===== src/hw/epp_port_pkg.sv =====
/*
   Constants, register offsets, field positions and state codes for the
   parallel host port (EPP read cycle and extended register map).
   Assumes a 20 MHz core clock and an 11-bit host I/O offset from the port base.
*/
package epp_port_pkg;

   // clock and time base
   localparam int CLK_PERIOD_NS      = 50;
   localparam int EPP_TIMEOUT_NS     = 10000;
   localparam int EPP_TIMEOUT_CYCLES = EPP_TIMEOUT_NS / CLK_PERIOD_NS;

   // widths and sizes
   localparam int PORT_WORD_W   = 8;
   localparam int FIFO_DEPTH    = 16;
   localparam int IO_ADDR_W     = 11;
   localparam int RLE_MAX_RATIO = 64;

   // register offsets from the port base
   localparam logic [10:0] OFS_DATA      = 11'h000;
   localparam logic [10:0] OFS_STATUS    = 11'h001;
   localparam logic [10:0] OFS_CONTROL   = 11'h002;
   localparam logic [10:0] OFS_EPP_ADDR  = 11'h003;
   localparam logic [10:0] OFS_EPP_DATA0 = 11'h004;
   localparam logic [10:0] OFS_EPP_DATA3 = 11'h007;
   localparam logic [10:0] OFS_FIFO      = 11'h400;
   localparam logic [10:0] OFS_CONFIG_B  = 11'h401;
   localparam logic [10:0] OFS_EXT_CTRL  = 11'h402;

   // extended control mode field values
   localparam logic [2:0] MODE_STANDARD = 3'b000;
   localparam logic [2:0] MODE_BIDIR    = 3'b001;
   localparam logic [2:0] MODE_COMPAT   = 3'b010;
   localparam logic [2:0] MODE_ECP      = 3'b011;
   localparam logic [2:0] MODE_EPP      = 3'b100;
   localparam logic [2:0] MODE_TEST     = 3'b110;
   localparam logic [2:0] MODE_CONFIG   = 3'b111;

   // device control bit positions
   localparam int CTL_STROBE_BIT    = 0;
   localparam int CTL_AUTOFD_BIT    = 1;
   localparam int CTL_INIT_BIT      = 2;
   localparam int CTL_SELECTIN_BIT  = 3;
   localparam int CTL_ACKINTEN_BIT  = 4;
   localparam int CTL_DIRECTION_BIT = 5;
   localparam int CTL_W             = 6;

   // device status, extended control and Config B bit positions
   localparam int STS_TIMEOUT_BIT = 0;
   localparam int ECR_EMPTY_BIT   = 0;
   localparam int ECR_FULL_BIT    = 1;
   localparam int ECR_RW_LSB      = 2;
   localparam int ECR_MODE_LSB    = 5;
   localparam int CFGB_COMPRESS_BIT = 7;

   // reset and fixed values
   localparam logic [5:0] CTL_RESET        = 6'h00;
   localparam logic [5:0] ECR_RW_RESET     = 6'h00;
   localparam logic [7:0] CONFIG_A_VALUE   = 8'h10;
   localparam logic [7:0] TIMEOUT_READ_VAL = 8'hFF;
   localparam logic [7:0] UNMAPPED_VAL     = 8'hFF;

   typedef enum logic [1:0]
   {
      EPP_IDLE   = 2'b00,
      EPP_STROBE = 2'b01
   } epp_state_type;

endpackage


===== src/hw/shared_byte_fifo.sv =====
/*
   Common byte FIFO shared by the compatibility, ECP address, ECP data and
   test paths. First word falls through to the read side.
   Assumes a single clock and an asynchronous active-low reset already synchronised.
*/
`timescale 1ns/1ps
module shared_byte_fifo
#(
   parameter int WIDTH = 8,
   parameter int DEPTH = 16
)
(
   input  wire logic             i_clk,      // core clock
   input  wire logic             i_rst_n,    // synchronised reset, active low
   input  wire logic             i_flush,    // empties the FIFO
   input  wire logic             i_in_valid, // write request
   output logic                  o_in_ready, // space available
   input  wire logic [WIDTH-1:0] i_in_data,  // write data
   output logic                  o_out_valid,// data available
   input  wire logic             i_out_ready,// read request
   output logic [WIDTH-1:0]      o_out_data, // head of FIFO
   output logic                  o_full,     // FIFO full
   output logic                  o_empty     // FIFO empty
);

   localparam int PTR_W = $clog2(DEPTH);

   typedef struct packed
   {
      logic [DEPTH-1:0][WIDTH-1:0] mem;
      logic [PTR_W-1:0]            wr_ptr;
      logic [PTR_W-1:0]            rd_ptr;
      logic [PTR_W:0]              count;
   } fifo_state_type;

   fifo_state_type s_q;
   fifo_state_type s_d;
   logic           push;
   logic           pop;

   assign o_full      = (s_q.count == (PTR_W+1)'(DEPTH));
   assign o_empty     = (s_q.count == '0);
   assign o_in_ready  = ~o_full;
   assign o_out_valid = ~o_empty;
   assign o_out_data  = s_q.mem[s_q.rd_ptr];

   always_comb
   begin
      s_d  = s_q;
      push = i_in_valid & ~o_full;
      pop  = i_out_ready & ~o_empty;
      if (push)
      begin
         s_d.mem[s_q.wr_ptr] = i_in_data;
         s_d.wr_ptr = s_q.wr_ptr + 1'b1;
      end
      if (pop)
         s_d.rd_ptr = s_q.rd_ptr + 1'b1;
      if (push & ~pop)
         s_d.count = s_q.count + 1'b1;
      else if (pop & ~push)
         s_d.count = s_q.count - 1'b1;
      if (i_flush)
      begin
         s_d.wr_ptr = '0;
         s_d.rd_ptr = '0;
         s_d.count  = '0;
      end
   end

   always_ff @(posedge i_clk or negedge i_rst_n)
   begin
      if (!i_rst_n)
         s_q <= '0;
      else
         s_q <= s_d;
   end

endmodule


===== src/hw/epp_port_core.sv =====
/*
   Parallel host port: EPP 1.7 read cycle with wait-state stretching and
   time-out, standard control/status registers and the extended register map
   over one shared 16-byte FIFO.
   Assumes a host I/O request strobe of one cycle per access, held off while
   O_IO_WAIT is high; pins are synchronous to I_CLK.
*/
// Contract
// - Keep stretching read while wait input low
// - Assert data/address strobe once read starts
// - Hold read until wait negated or time-out
// - After wait negated: finish host read, drop strobe
// - Write-direction output is active low for writes
// - Interrupt input passed through, active high
// - Separate active-low data and address strobes
// - Active-low peripheral reset output provided
// - Only write-direction overridable by control port
// - Standard and EPP modes share one register
// - All FIFOs are one shared 16-byte FIFO
// - Status and control reachable in every mode
// - Config B reports configured interrupt and DMA
// - Port word fixed at eight bits
// - Optional run-length compression, up to 64:1; only the Config B compress bit is stored, no data is compressed
// - Abort cycles over 10 us, flag status bit 0
`timescale 1ns/1ps
module epp_port_core
   import epp_port_pkg::*;
#(
   parameter int TIMEOUT_CYCLES = epp_port_pkg::EPP_TIMEOUT_CYCLES,
   parameter int FIFO_DEPTH_P   = epp_port_pkg::FIFO_DEPTH
)
(
   input  wire logic                                I_CLK,                      // 20 MHz clock
   input  wire logic                                I_RST_N,                    // async reset, low
   input  wire logic                                I_IO_RD,                    // host read pulse
   input  wire logic                                I_IO_WR,                    // host write pulse
   input  wire logic [epp_port_pkg::IO_ADDR_W-1:0]  I_IO_ADDR,                  // offset from base
   input  wire logic [epp_port_pkg::PORT_WORD_W-1:0] I_IO_WDATA,                // host write data
   output logic [epp_port_pkg::PORT_WORD_W-1:0]     O_IO_RDATA,                 // host read data
   output logic                                     O_IO_WAIT,                  // cycle stretched
   output logic                                     O_IO_DONE,                  // final sync pulse
   input  wire logic [epp_port_pkg::PORT_WORD_W-1:0] I_PORT_BYTE_BUS,           // byte bus in
   output logic [epp_port_pkg::PORT_WORD_W-1:0]     O_PORT_BYTE_BUS,            // byte bus out
   output logic                                     O_PORT_BYTE_BUS_OE,         // byte bus drive
   output logic                                     O_WRITE_DIRECTION_N,        // low = write
   output logic                                     O_DATA_PHASE_STROBE_N,      // data strobe
   output logic                                     O_ADDRESS_PHASE_STROBE_N,   // address strobe
   input  wire logic                                I_PERIPHERAL_WAIT_N,        // low = wait
   input  wire logic                                I_PERIPHERAL_INTERRUPT_IN,  // interrupt in
   output logic                                     O_PERIPHERAL_INTERRUPT,     // passed through
   output logic                                     O_PERIPHERAL_RESET_N,       // peripheral reset
   output logic                                     O_HOST_STROBE_N,            // control strobe
   output logic                                     O_AUTOFD_N,                 // control autofeed
   output logic                                     O_SELECTIN_N,               // control select in
   input  wire logic                                I_BUSY,                     // status busy
   input  wire logic                                I_ACK_N,                    // status ack
   input  wire logic                                I_PAPER_ERROR,              // status paper end
   input  wire logic                                I_SELECT,                   // status select
   input  wire logic                                I_FAULT_N,                  // status fault
   input  wire logic [2:0]                          I_CFG_IRQ_SEL,              // chosen interrupt
   input  wire logic [2:0]                          I_CFG_DMA_SEL               // chosen DMA channel
);

   localparam int TIMER_W = $clog2(TIMEOUT_CYCLES + 1);

   typedef struct packed
   {
      epp_state_type                   state;
      logic [TIMER_W-1:0]              timer;
      logic                            addr_phase;
      logic [PORT_WORD_W-1:0]          data_latch;
      logic [CTL_W-1:0]                ctl;
      logic [5:0]                      ecr_rw;
      logic                            compress;
      logic                            timeout;
      logic [PORT_WORD_W-1:0]          rdata;
      logic                            done;
      logic                            busy;
      logic                            dstb_n;
      logic                            astb_n;
      logic                            wdir_n;
      logic                            pd_oe;
      logic                            peripheral_interrupt_in;
      logic                            host_strobe_n;
      logic                            autofd_n;
      logic                            selectin_n;
      logic                            prst_n;
   } core_state_type;

   core_state_type         s_q;
   core_state_type         s_d;
   logic                   rst_meta_q;
   logic                   rst_sync_q;
   logic                   fifo_push;
   logic                   fifo_pop;
   logic                   fifo_flush;
   logic                   fifo_full;
   logic                   fifo_empty;
   logic [PORT_WORD_W-1:0] fifo_head;
   logic [2:0]             mode;
   logic [PORT_WORD_W-1:0] reg_rdata;

   // true for the four EPP data offsets and the EPP address offset
   function automatic logic is_epp_addr(input logic [IO_ADDR_W-1:0] a);
      is_epp_addr = (a == OFS_EPP_ADDR) || ((a >= OFS_EPP_DATA0) && (a <= OFS_EPP_DATA3));
   endfunction

   // reset release through two flip-flops
   always_ff @(posedge I_CLK or negedge I_RST_N)
   begin
      if (!I_RST_N)
      begin
         rst_meta_q <= 1'b0;
         rst_sync_q <= 1'b0;
      end
      else
      begin
         rst_meta_q <= 1'b1;
         rst_sync_q <= rst_meta_q;
      end
   end

   assign mode = s_q.ecr_rw[5:3];

   shared_byte_fifo
   #(
      .WIDTH (PORT_WORD_W),
      .DEPTH (FIFO_DEPTH_P)
   )
   u_fifo
   (
      .i_clk       (I_CLK),
      .i_rst_n     (rst_sync_q),
      .i_flush     (fifo_flush),
      .i_in_valid  (fifo_push),
      .o_in_ready  (),
      .i_in_data   (I_IO_WDATA),
      .o_out_valid (),
      .i_out_ready (fifo_pop),
      .o_out_data  (fifo_head),
      .o_full      (fifo_full),
      .o_empty     (fifo_empty)
   );

   // register read decode; status and control answer in every mode
   always_comb
   begin
      reg_rdata = UNMAPPED_VAL;
      case (I_IO_ADDR)
         OFS_DATA:
            if (s_q.ctl[CTL_DIRECTION_BIT])
               reg_rdata = I_PORT_BYTE_BUS;
            else
               reg_rdata = s_q.data_latch;
         OFS_STATUS:
            reg_rdata = {~I_BUSY, I_ACK_N, I_PAPER_ERROR, I_SELECT, I_FAULT_N,
                         2'b00, s_q.timeout};
         OFS_CONTROL:
            reg_rdata = {2'b00, s_q.ctl};
         OFS_FIFO:
            if (mode == MODE_CONFIG)
               reg_rdata = CONFIG_A_VALUE;
            else if ((mode == MODE_ECP) || (mode == MODE_TEST))
               reg_rdata = fifo_head;
         OFS_CONFIG_B:
            if (mode == MODE_CONFIG)
               reg_rdata = {s_q.compress, s_q.peripheral_interrupt_in, I_CFG_IRQ_SEL, I_CFG_DMA_SEL};
         OFS_EXT_CTRL:
            reg_rdata = {s_q.ecr_rw, fifo_full, fifo_empty};
         default:
            reg_rdata = UNMAPPED_VAL;
      endcase
   end

   always_comb
   begin
      s_d        = s_q;
      s_d.done   = 1'b0;
      fifo_push  = 1'b0;
      fifo_pop   = 1'b0;
      fifo_flush = 1'b0;
      s_d.peripheral_interrupt_in   = I_PERIPHERAL_INTERRUPT_IN;
      s_d.host_strobe_n = ~s_q.ctl[CTL_STROBE_BIT];
      s_d.autofd_n      = ~s_q.ctl[CTL_AUTOFD_BIT];
      s_d.selectin_n    = ~s_q.ctl[CTL_SELECTIN_BIT];
      s_d.prst_n        = s_q.ctl[CTL_INIT_BIT];
      case (s_q.state)
         EPP_IDLE:
         begin
            // outside a cycle both strobes stay high; write direction and bus drive follow the shared control register
            s_d.dstb_n = 1'b1;
            s_d.astb_n = 1'b1;
            s_d.wdir_n = s_q.ctl[CTL_DIRECTION_BIT]
                         & ~s_q.ctl[CTL_STROBE_BIT];
            s_d.pd_oe  = ~s_q.ctl[CTL_DIRECTION_BIT];
            if (I_IO_RD && (mode == MODE_EPP) && is_epp_addr(I_IO_ADDR))
            begin
               s_d.state      = EPP_STROBE;
               s_d.busy       = 1'b1;
               s_d.timer      = '0;
               s_d.pd_oe      = 1'b0;
               s_d.addr_phase = (I_IO_ADDR == OFS_EPP_ADDR);
               s_d.dstb_n     = (I_IO_ADDR == OFS_EPP_ADDR);
               s_d.astb_n     = (I_IO_ADDR != OFS_EPP_ADDR);
            end
            else if (I_IO_RD)
            begin
               s_d.done  = 1'b1;
               s_d.rdata = reg_rdata;
               if (I_IO_ADDR == OFS_STATUS)
                  s_d.timeout = 1'b0;
               if ((I_IO_ADDR == OFS_FIFO)
                   && ((mode == MODE_ECP) || (mode == MODE_TEST)))
                  fifo_pop = 1'b1;
            end
            else if (I_IO_WR)
            begin
               s_d.done = 1'b1;
               case (I_IO_ADDR)
                  OFS_DATA:
                     if (mode == MODE_ECP)
                        fifo_push = 1'b1;
                     else
                        s_d.data_latch = I_IO_WDATA;
                  OFS_CONTROL:
                     s_d.ctl = I_IO_WDATA[CTL_W-1:0];
                  OFS_FIFO:
                     if ((mode == MODE_COMPAT) || (mode == MODE_ECP)
                         || (mode == MODE_TEST))
                        fifo_push = 1'b1;
                  OFS_CONFIG_B:
                     if (mode == MODE_CONFIG)
                        s_d.compress = I_IO_WDATA[CFGB_COMPRESS_BIT];
                  OFS_EXT_CTRL:
                  begin
                     s_d.ecr_rw = I_IO_WDATA[7:ECR_RW_LSB];
                     if (I_IO_WDATA[7:ECR_MODE_LSB] != mode)
                        fifo_flush = 1'b1;
                  end
                  default:
                     s_d.done = 1'b1;
               endcase
            end
         end
         EPP_STROBE:
         begin
            s_d.timer = s_q.timer + 1'b1;
            if (I_PERIPHERAL_WAIT_N)
            begin
               // data valid: latch it, send the final sync, drop the strobe
               s_d.rdata  = I_PORT_BYTE_BUS;
               s_d.done   = 1'b1;
               s_d.busy   = 1'b0;
               s_d.dstb_n = 1'b1;
               s_d.astb_n = 1'b1;
               s_d.state  = EPP_IDLE;
            end
            else if (s_q.timer >= TIMER_W'(TIMEOUT_CYCLES - 1))
            begin
               s_d.timeout = 1'b1;
               s_d.rdata   = TIMEOUT_READ_VAL;
               s_d.done    = 1'b1;
               s_d.busy    = 1'b0;
               s_d.dstb_n  = 1'b1;
               s_d.astb_n  = 1'b1;
               s_d.state   = EPP_IDLE;
            end
            else
               s_d.busy = 1'b1;
         end
         default:
            s_d.state = EPP_IDLE;
      endcase
   end

   always_ff @(posedge I_CLK or negedge rst_sync_q)
   begin
      if (!rst_sync_q)
      begin
         s_q               <= '0;
         s_q.state         <= EPP_IDLE;
         s_q.ctl           <= CTL_RESET;
         s_q.ecr_rw        <= ECR_RW_RESET;
         s_q.dstb_n        <= 1'b1;
         s_q.astb_n        <= 1'b1;
         s_q.wdir_n        <= 1'b1;
         s_q.host_strobe_n <= 1'b1;
         s_q.autofd_n      <= 1'b1;
         s_q.selectin_n    <= 1'b1;
      end
      else
         s_q <= s_d;
   end

   assign O_IO_RDATA               = s_q.rdata;
   assign O_IO_WAIT                = s_q.busy;
   assign O_IO_DONE                = s_q.done;
   assign O_PORT_BYTE_BUS          = s_q.data_latch;
   assign O_PORT_BYTE_BUS_OE       = s_q.pd_oe;
   assign O_WRITE_DIRECTION_N      = s_q.wdir_n;
   assign O_DATA_PHASE_STROBE_N    = s_q.dstb_n;
   assign O_ADDRESS_PHASE_STROBE_N = s_q.astb_n;
   assign O_PERIPHERAL_INTERRUPT   = s_q.peripheral_interrupt_in;
   assign O_PERIPHERAL_RESET_N     = s_q.prst_n;
   assign O_HOST_STROBE_N          = s_q.host_strobe_n;
   assign O_AUTOFD_N               = s_q.autofd_n;
   assign O_SELECTIN_N             = s_q.selectin_n;

endmodule


===== config.mk =====
export PLATFORM = sky130hd
export DESIGN_NAME = epp_port_core
export DESIGN_NICKNAME = d
export VERILOG_FILES = /design/src/hw/epp_port_pkg.sv /design/src/hw/shared_byte_fifo.sv /design/src/hw/epp_port_core.sv
export SDC_FILE = /design/constraint.sdc
export NUM_CORES = 1
export LEC_CHECK = 0
export BUFFER_PORTS_ARGS = -buffer_cell sky130_fd_sc_hd__buf_4
export CAP_MARGIN = 10
export CELL_PAD_IN_SITES_DETAIL_PLACEMENT = 0
export CELL_PAD_IN_SITES_GLOBAL_PLACEMENT = 1
export CORE_MARGIN = 5
export CORE_UTILIZATION = 47
export CTS_BUF_LIST = sky130_fd_sc_hd__clkbuf_8
export DETAILED_ROUTE_END_ITERATION = 10
export PLACE_DENSITY = 0.89
export SLEW_MARGIN = 15
export SYNTH_ARGS = -nofsm -noshare
export SYNTH_HDL_FRONTEND = slang
export SYNTH_HIERARCHICAL = 1
export SYNTH_SLANG_ARGS = --single-unit

===== constraint.sdc =====
create_clock -name I_CLK -period 5.72 [get_ports I_CLK]
set_clock_uncertainty 0.05 [all_clocks]
set_input_delay 1.144 -clock I_CLK [delete_from_list [all_inputs] [get_ports I_CLK]]
set_output_delay 1.144 -clock I_CLK [all_outputs]
set_load 0.01 [all_outputs]

==> metrics.txt <==
# TYPE chip_impl_metric gauge
chip_impl_info{name="run_status",value="finished clean"} 1
chip_impl_metric{name="remaining_drc_errors",unit=""} 0
chip_impl_metric{name="cts_resized",unit=""} 0
chip_impl_metric{name="place_ws",unit="ns"} 0.590
chip_impl_metric{name="n_antenna_cell",unit=""} 0
chip_impl_metric{name="ys_seq_elements",unit=""} 193
chip_impl_metric{name="detail_route.first_pass.iterations",unit=""} 5
chip_impl_metric{name="drtIter0Drc",unit=""} 415
chip_impl_metric{name="timing_max_transition_violations_final",unit=""} 0
chip_impl_info{name="holdCritStartpoint",value="rst_meta_q"} 1
chip_impl_metric{name="sw_frac_of_total",unit="%"} 25.7
chip_impl_metric{name="setup.reg_to_reg.worst_slack",unit="ns"} 1.80
chip_impl_metric{name="worstPathArrival",unit="ns"} 5.05
chip_impl_info{name="grt_setup_unrepaired",value="no"} 1
chip_impl_metric{name="insertion_delay",unit="ns"} 0.46
chip_impl_metric{name="post_synth_num_cell_types",unit=""} 62
chip_impl_metric{name="io_buffers",unit=""} 70
chip_impl_metric{name="async_reset_ff_share",unit="%"} 100
chip_impl_info{name="dominant_cell_type_by_area_after_synthesis",value="sky130_fd_sc_hd__dfrtp_1"} 1
chip_impl_metric{name="maxClockFrequency",unit="MHz"} 211
chip_impl_metric{name="crit_path_max_fanout",unit=""} 7
chip_impl_metric{name="dr_wl_met3",unit="um"} 923
chip_impl_metric{name="synthesis.area",unit="mm^2"} 0.00980
chip_impl_info{name="cts-root-buf",value="sky130_fd_sc_hd__clkbuf_8"} 1
chip_impl_metric{name="synthesis.nets",unit=""} 811
chip_impl_metric{name="slew_headroom",unit="%"} 22.9
chip_impl_metric{name="die_width",unit="um"} 154
chip_impl_metric{name="cts.reportedPaths.clkPinSlew",unit="ns"} 0.11
chip_impl_info{name="top_layer_used",value="met4"} 1
chip_impl_metric{name="track_usage",unit="%"} 18.6
chip_impl_metric{name="placed_cells_incl_taps",unit=""} 1032
chip_impl_info{name="yosys-top-cells-area",value="sky130_fd_sc_hd__dfrtp_1 48%, sky130_fd_sc_hd__mux2_2 15%, sky130_fd_sc_hd__mux4_2 7.4%"} 1
chip_impl_metric{name="clockBufferDepth",unit=""} 2
chip_impl_metric{name="r2r.worst_path.cells",unit=""} 11
chip_impl_info{name="worst_r2r_endpoint",value="u_fifo/s_q[4]"} 1
chip_impl_metric{name="totalNegativeSetupSlack",unit="ns"} 0
chip_impl_metric{name="estimated_wirelength_of_the_detail_placed_design",unit="um"} 15100
chip_impl_metric{name="post_synth_mux_area_share",unit="%"} 26.8
chip_impl_metric{name="layout_worst_path_cycle_share",unit="%"} 82.8
chip_impl_metric{name="synth_compound_area_share",unit="%"} 7.20
chip_impl_metric{name="num_io_pins",unit=""} 71
chip_impl_metric{name="core",unit="mm^2"} 0.0204
chip_impl_metric{name="drt-wirelength-per-cell",unit="um"} 20.6
chip_impl_metric{name="cap_viol_max_count",unit=""} 0
chip_impl_info{name="hold_end",value="rst_sync_q"} 1
chip_impl_info{name="cp_endpoint_kind",value="register"} 1
chip_impl_metric{name="max-vdd-ir-drop",unit="mV"} 0.219
chip_impl_metric{name="layout_min_cycle_time",unit="ns"} 4.74
chip_impl_metric{name="hold_viol_final",unit=""} 0
chip_impl_metric{name="final_antenna_net_count",unit=""} 0
chip_impl_metric{name="power_leakage",unit="nW"} 4.94
chip_impl_metric{name="die_height",unit="um"} 154
chip_impl_info{name="setup.worst_path.start_class",value="primary input"} 1
chip_impl_metric{name="post-route-worst-setup-slack",unit="ns"} 0.981
chip_impl_metric{name="vias",unit=""} 6281
chip_impl_metric{name="filler_cell_count",unit=""} 1698
chip_impl_metric{name="synth.avg_cell_area",unit="um^2"} 13.0
chip_impl_metric{name="grt_max_degree",unit=""} 192
chip_impl_metric{name="avgViaCountPerCell",unit=""} 5.90
chip_impl_metric{name="globalRoute.totalOverflow",unit=""} 0
chip_impl_metric{name="syn2layout_area_growth",unit="%"} 9.82
chip_impl_metric{name="initial_utilization",unit="%"} 48.1
chip_impl_metric{name="seq_area_frac_synth",unit="%"} 49.4
chip_impl_metric{name="cts-buffers-inserted",unit=""} 17
chip_impl_info{name="main_combinational_cell_family_by_area_after_synthesis",value="multiplexers"} 1
chip_impl_metric{name="synth_top_area_share",unit="%"} 47.7
chip_impl_info{name="timing.hold.worst.class",value="register to register"} 1
chip_impl_metric{name="layout-drive-gt1-share",unit="%"} 41.6
chip_impl_metric{name="core.rowCount",unit=""} 52
chip_impl_metric{name="synthAdderAreaFrac",unit="%"} 1.61
chip_impl_metric{name="area_share_of_xor_xnor_cells_in_the_synthesized_design",unit="%"} 1.16
chip_impl_metric{name="cell_count_final_fillers_out",unit=""} 1064
chip_impl_metric{name="synthesis.yosys.warnings",unit=""} 6
chip_impl_metric{name="netlist_instances",unit=""} 755
chip_impl_info{name="worstSetupPathType",value="primary input to register"} 1
chip_impl_metric{name="globalplace.congestion",unit=""} 0.895
chip_impl_metric{name="routed_wirelength",unit="um"} 21900
chip_impl_metric{name="number_of_cells_traversed_by_the_worst_hold_path",unit=""} 0
chip_impl_metric{name="setup_viol",unit=""} 0
chip_impl_metric{name="seq_power_share",unit="%"} 57.6
chip_impl_metric{name="grt_first_pass_wirelength",unit="um"} 35800
chip_impl_metric{name="finalCoreUtilization",unit="%"} 52.9
chip_impl_metric{name="timing_worst_slew_pin_value",unit="ns"} 1.16
chip_impl_metric{name="dieArea",unit="mm^2"} 0.0238
chip_impl_metric{name="drt-met1-wl",unit="um"} 9930
chip_impl_metric{name="edff_count_synth",unit=""} 0
chip_impl_info{name="synthFlopType",value="sky130_fd_sc_hd__dfrtp_1"} 1
chip_impl_info{name="cts_tree",value="done"} 1
chip_impl_info{name="worst_r2r_startpoint",value="s_q[50]"} 1
chip_impl_metric{name="p_clk_share",unit="%"} 38.2
chip_impl_metric{name="cts.sinks",unit=""} 193
chip_impl_metric{name="power_frac_comb",unit="%"} 4.2
chip_impl_metric{name="crit_required",unit="ns"} 6.03
chip_impl_metric{name="p_switching",unit="uW"} 612
chip_impl_metric{name="layout.nets",unit=""} 837
chip_impl_metric{name="cts.htree.levels",unit=""} 4
chip_impl_metric{name="internal_power",unit="mW"} 1.77
chip_impl_metric{name="yosys.area_share.simple",unit="%"} 9.52
chip_impl_metric{name="post_cts_setup_buffers",unit=""} 0
chip_impl_metric{name="detailroute.wirelength.met2",unit="um"} 10700
chip_impl_metric{name="post_cts_hold_buffer_count",unit=""} 0
chip_impl_metric{name="power.density_cell_area",unit="mW/mm^2"} 221
chip_impl_metric{name="grt_antenna_before_repair",unit=""} 0
chip_impl_metric{name="grt_pass1_vias",unit=""} 6464
power by group through the flow:
| stage | sequential, mW | combinational, mW | clock (mW) |
|---|---|---|---|
| 5_1_grt | 1.37 | 0.111 | 0.983 |
| 3_3_place_gp | 1.40 | 0.100 | 0 |
| 3_5_place_dp | 1.40 | 0.101 | 0 |
| 6_report | 1.37 | 0.101 | 0.908 |
| 4_1_cts | 1.37 | 0.101 | 0.926 |
| 2_1_floorplan | 1.41 | 0.0295 | 0 |
area by class of cell:
cell class	instances	area [um^2]	share of cell area, %
sequential	193	4840	45.0
clock buffer	17	234	2.17
multi-input combinational	480	4540	42.2
timing repair buffer	76	583	5.42
inverter	13	48.8	0.453
clock inverter	15	173	1.60
tap	270	338	3.14
flip-flops by register name, summed over array words and instances, names as in the netlist:
signal and count:
O_SELECTIN_N 1, s_q 19, s_d 1, O_ADDRESS_PHASE_STROBE_N 1
O_PORT_BYTE_BUS 8, O_DATA_PHASE_STROBE_N 1, O_PERIPHERAL_INTERRUPT 1, O_IO_RDATA 8
O_IO_DONE 1, O_HOST_STROBE_N 1, rst_sync_q 1, O_IO_WAIT 1
O_PORT_BYTE_BUS_OE 1, O_WRITE_DIRECTION_N 1, mode 3, O_PERIPHERAL_RESET_N 1
u_fifo/s_q 141, O_AUTOFD_N 1, rst_meta_q 1
synth_stat cells (11+ instances only):
cell type,n
sky130_fd_sc_hd__dfrtp_1,187
sky130_fd_sc_hd__mux2_2,134
sky130_fd_sc_hd__nor2_1,39
sky130_fd_sc_hd__mux4_2,32
sky130_fd_sc_hd__nand2_1,29
sky130_fd_sc_hd__clkbuf_1,28
sky130_fd_sc_hd__mux2_4,24
sky130_fd_sc_hd__a21oi_1,20
sky130_fd_sc_hd__a22oi_1,18
sky130_fd_sc_hd__o21ai_0,18
sky130_fd_sc_hd__buf_2,17
sky130_fd_sc_hd__buf_4,16
sky130_fd_sc_hd__inv_1,13
sky130_fd_sc_hd__ha_1,11
sky130_fd_sc_hd__nand3_1,11
worst max-delay path: stages:
cell                        delay [ns]
sky130_fd_sc_hd__buf_4            0.10
sky130_fd_sc_hd__or4_1            0.69
sky130_fd_sc_hd__nor3_4           0.40
sky130_fd_sc_hd__nand2_2          0.16
sky130_fd_sc_hd__a2111oi_0        0.77
sky130_fd_sc_hd__a21boi_2         0.30
sky130_fd_sc_hd__ha_1             0.18
sky130_fd_sc_hd__inv_1            0.12
sky130_fd_sc_hd__fa_1             0.43
sky130_fd_sc_hd__nand3_1          0.13
sky130_fd_sc_hd__a211oi_1         0.07
sky130_fd_sc_hd__a31oi_1          0.17
sky130_fd_sc_hd__mux2_2           0.35
cells by family after synthesis:
logic type | Yosys count
adders and majority gates | 12
xor gates and xnor gates | 13
other | 1
muxes | 194
and+or+nand+nor | 157
buffers and inverters | 82
AOI/OAI and AO/OA | 103
DFF | 193
worst max-delay path by stage:
stage / startpoint / endpoint / depth (start not counted)
floorplan: I_IO_ADDR[5] / u_fifo/s_q[4] / 14
global route: I_IO_ADDR[5] / u_fifo/s_q[4] / 13
global placement: I_IO_ADDR[5] / u_fifo/s_q[4] / 13
CTS: I_IO_ADDR[5] / u_fifo/s_q[4] / 13
finish: I_IO_ADDR[5] / u_fifo/s_q[4] / 13
detailed placement: I_IO_ADDR[5] / u_fifo/s_q[4] / 13
routing by layer:
| layer | GRT usage (%) | vias to the layer above |
|---|---|---|
| met4 | 4.29 | 0 |
| met1 | 26.2 | 3270 |
| met5 | 0 | - |
| li1 | - | 2822 |
| met3 | 3.27 | 22 |
| met2 | 30.3 | 167 |
cells in the final DEF (no fill, tap or decap), types with 5 or more instances in the layout:
cell type                   count
sky130_fd_sc_hd__nor2b_1        5
sky130_fd_sc_hd__clkbuf_8      17
sky130_fd_sc_hd__dfrtp_1      185
sky130_fd_sc_hd__xnor2_1        7
sky130_fd_sc_hd__mux2_2       134
sky130_fd_sc_hd__nor2_1        39
sky130_fd_sc_hd__nand2_1       29
sky130_fd_sc_hd__and3_1         7
sky130_fd_sc_hd__nand2b_1       8
sky130_fd_sc_hd__o32ai_1        5
sky130_fd_sc_hd__a31oi_1        6
sky130_fd_sc_hd__a2111oi_0      5
sky130_fd_sc_hd__buf_4         75
sky130_fd_sc_hd__o211ai_1       6
sky130_fd_sc_hd__a21oi_1       20
sky130_fd_sc_hd__mux2_4        24
sky130_fd_sc_hd__o21ai_0       18
sky130_fd_sc_hd__or2_2          8
sky130_fd_sc_hd__and4_1         5
sky130_fd_sc_hd__dfstp_2        6
sky130_fd_sc_hd__a221oi_1       5
sky130_fd_sc_hd__nand3_1       11
sky130_fd_sc_hd__inv_1         13
sky130_fd_sc_hd__a211oi_1       6
sky130_fd_sc_hd__nor3_1         8
sky130_fd_sc_hd__mux4_2        32
sky130_fd_sc_hd__xor2_1         6
sky130_fd_sc_hd__a22oi_1       18
sky130_fd_sc_hd__ha_1          11
metrics by stage:
| step | hold slack, ns | area [um^2] | total power, mW |
|---|---|---|---|
| global route | 0.328 | 10800 | 2.46 |
| global placement | 0.289 | 10400 | 1.50 |
| finish | 0.314 | 10800 | 2.38 |
| detailed placement | 0.293 | 10400 | 1.50 |
| CTS | 0.317 | 10800 | 2.40 |
| floorplan | 0.281 | 9800 | 1.44 |
Note: power is estimated with default switching activity, not from simulation.
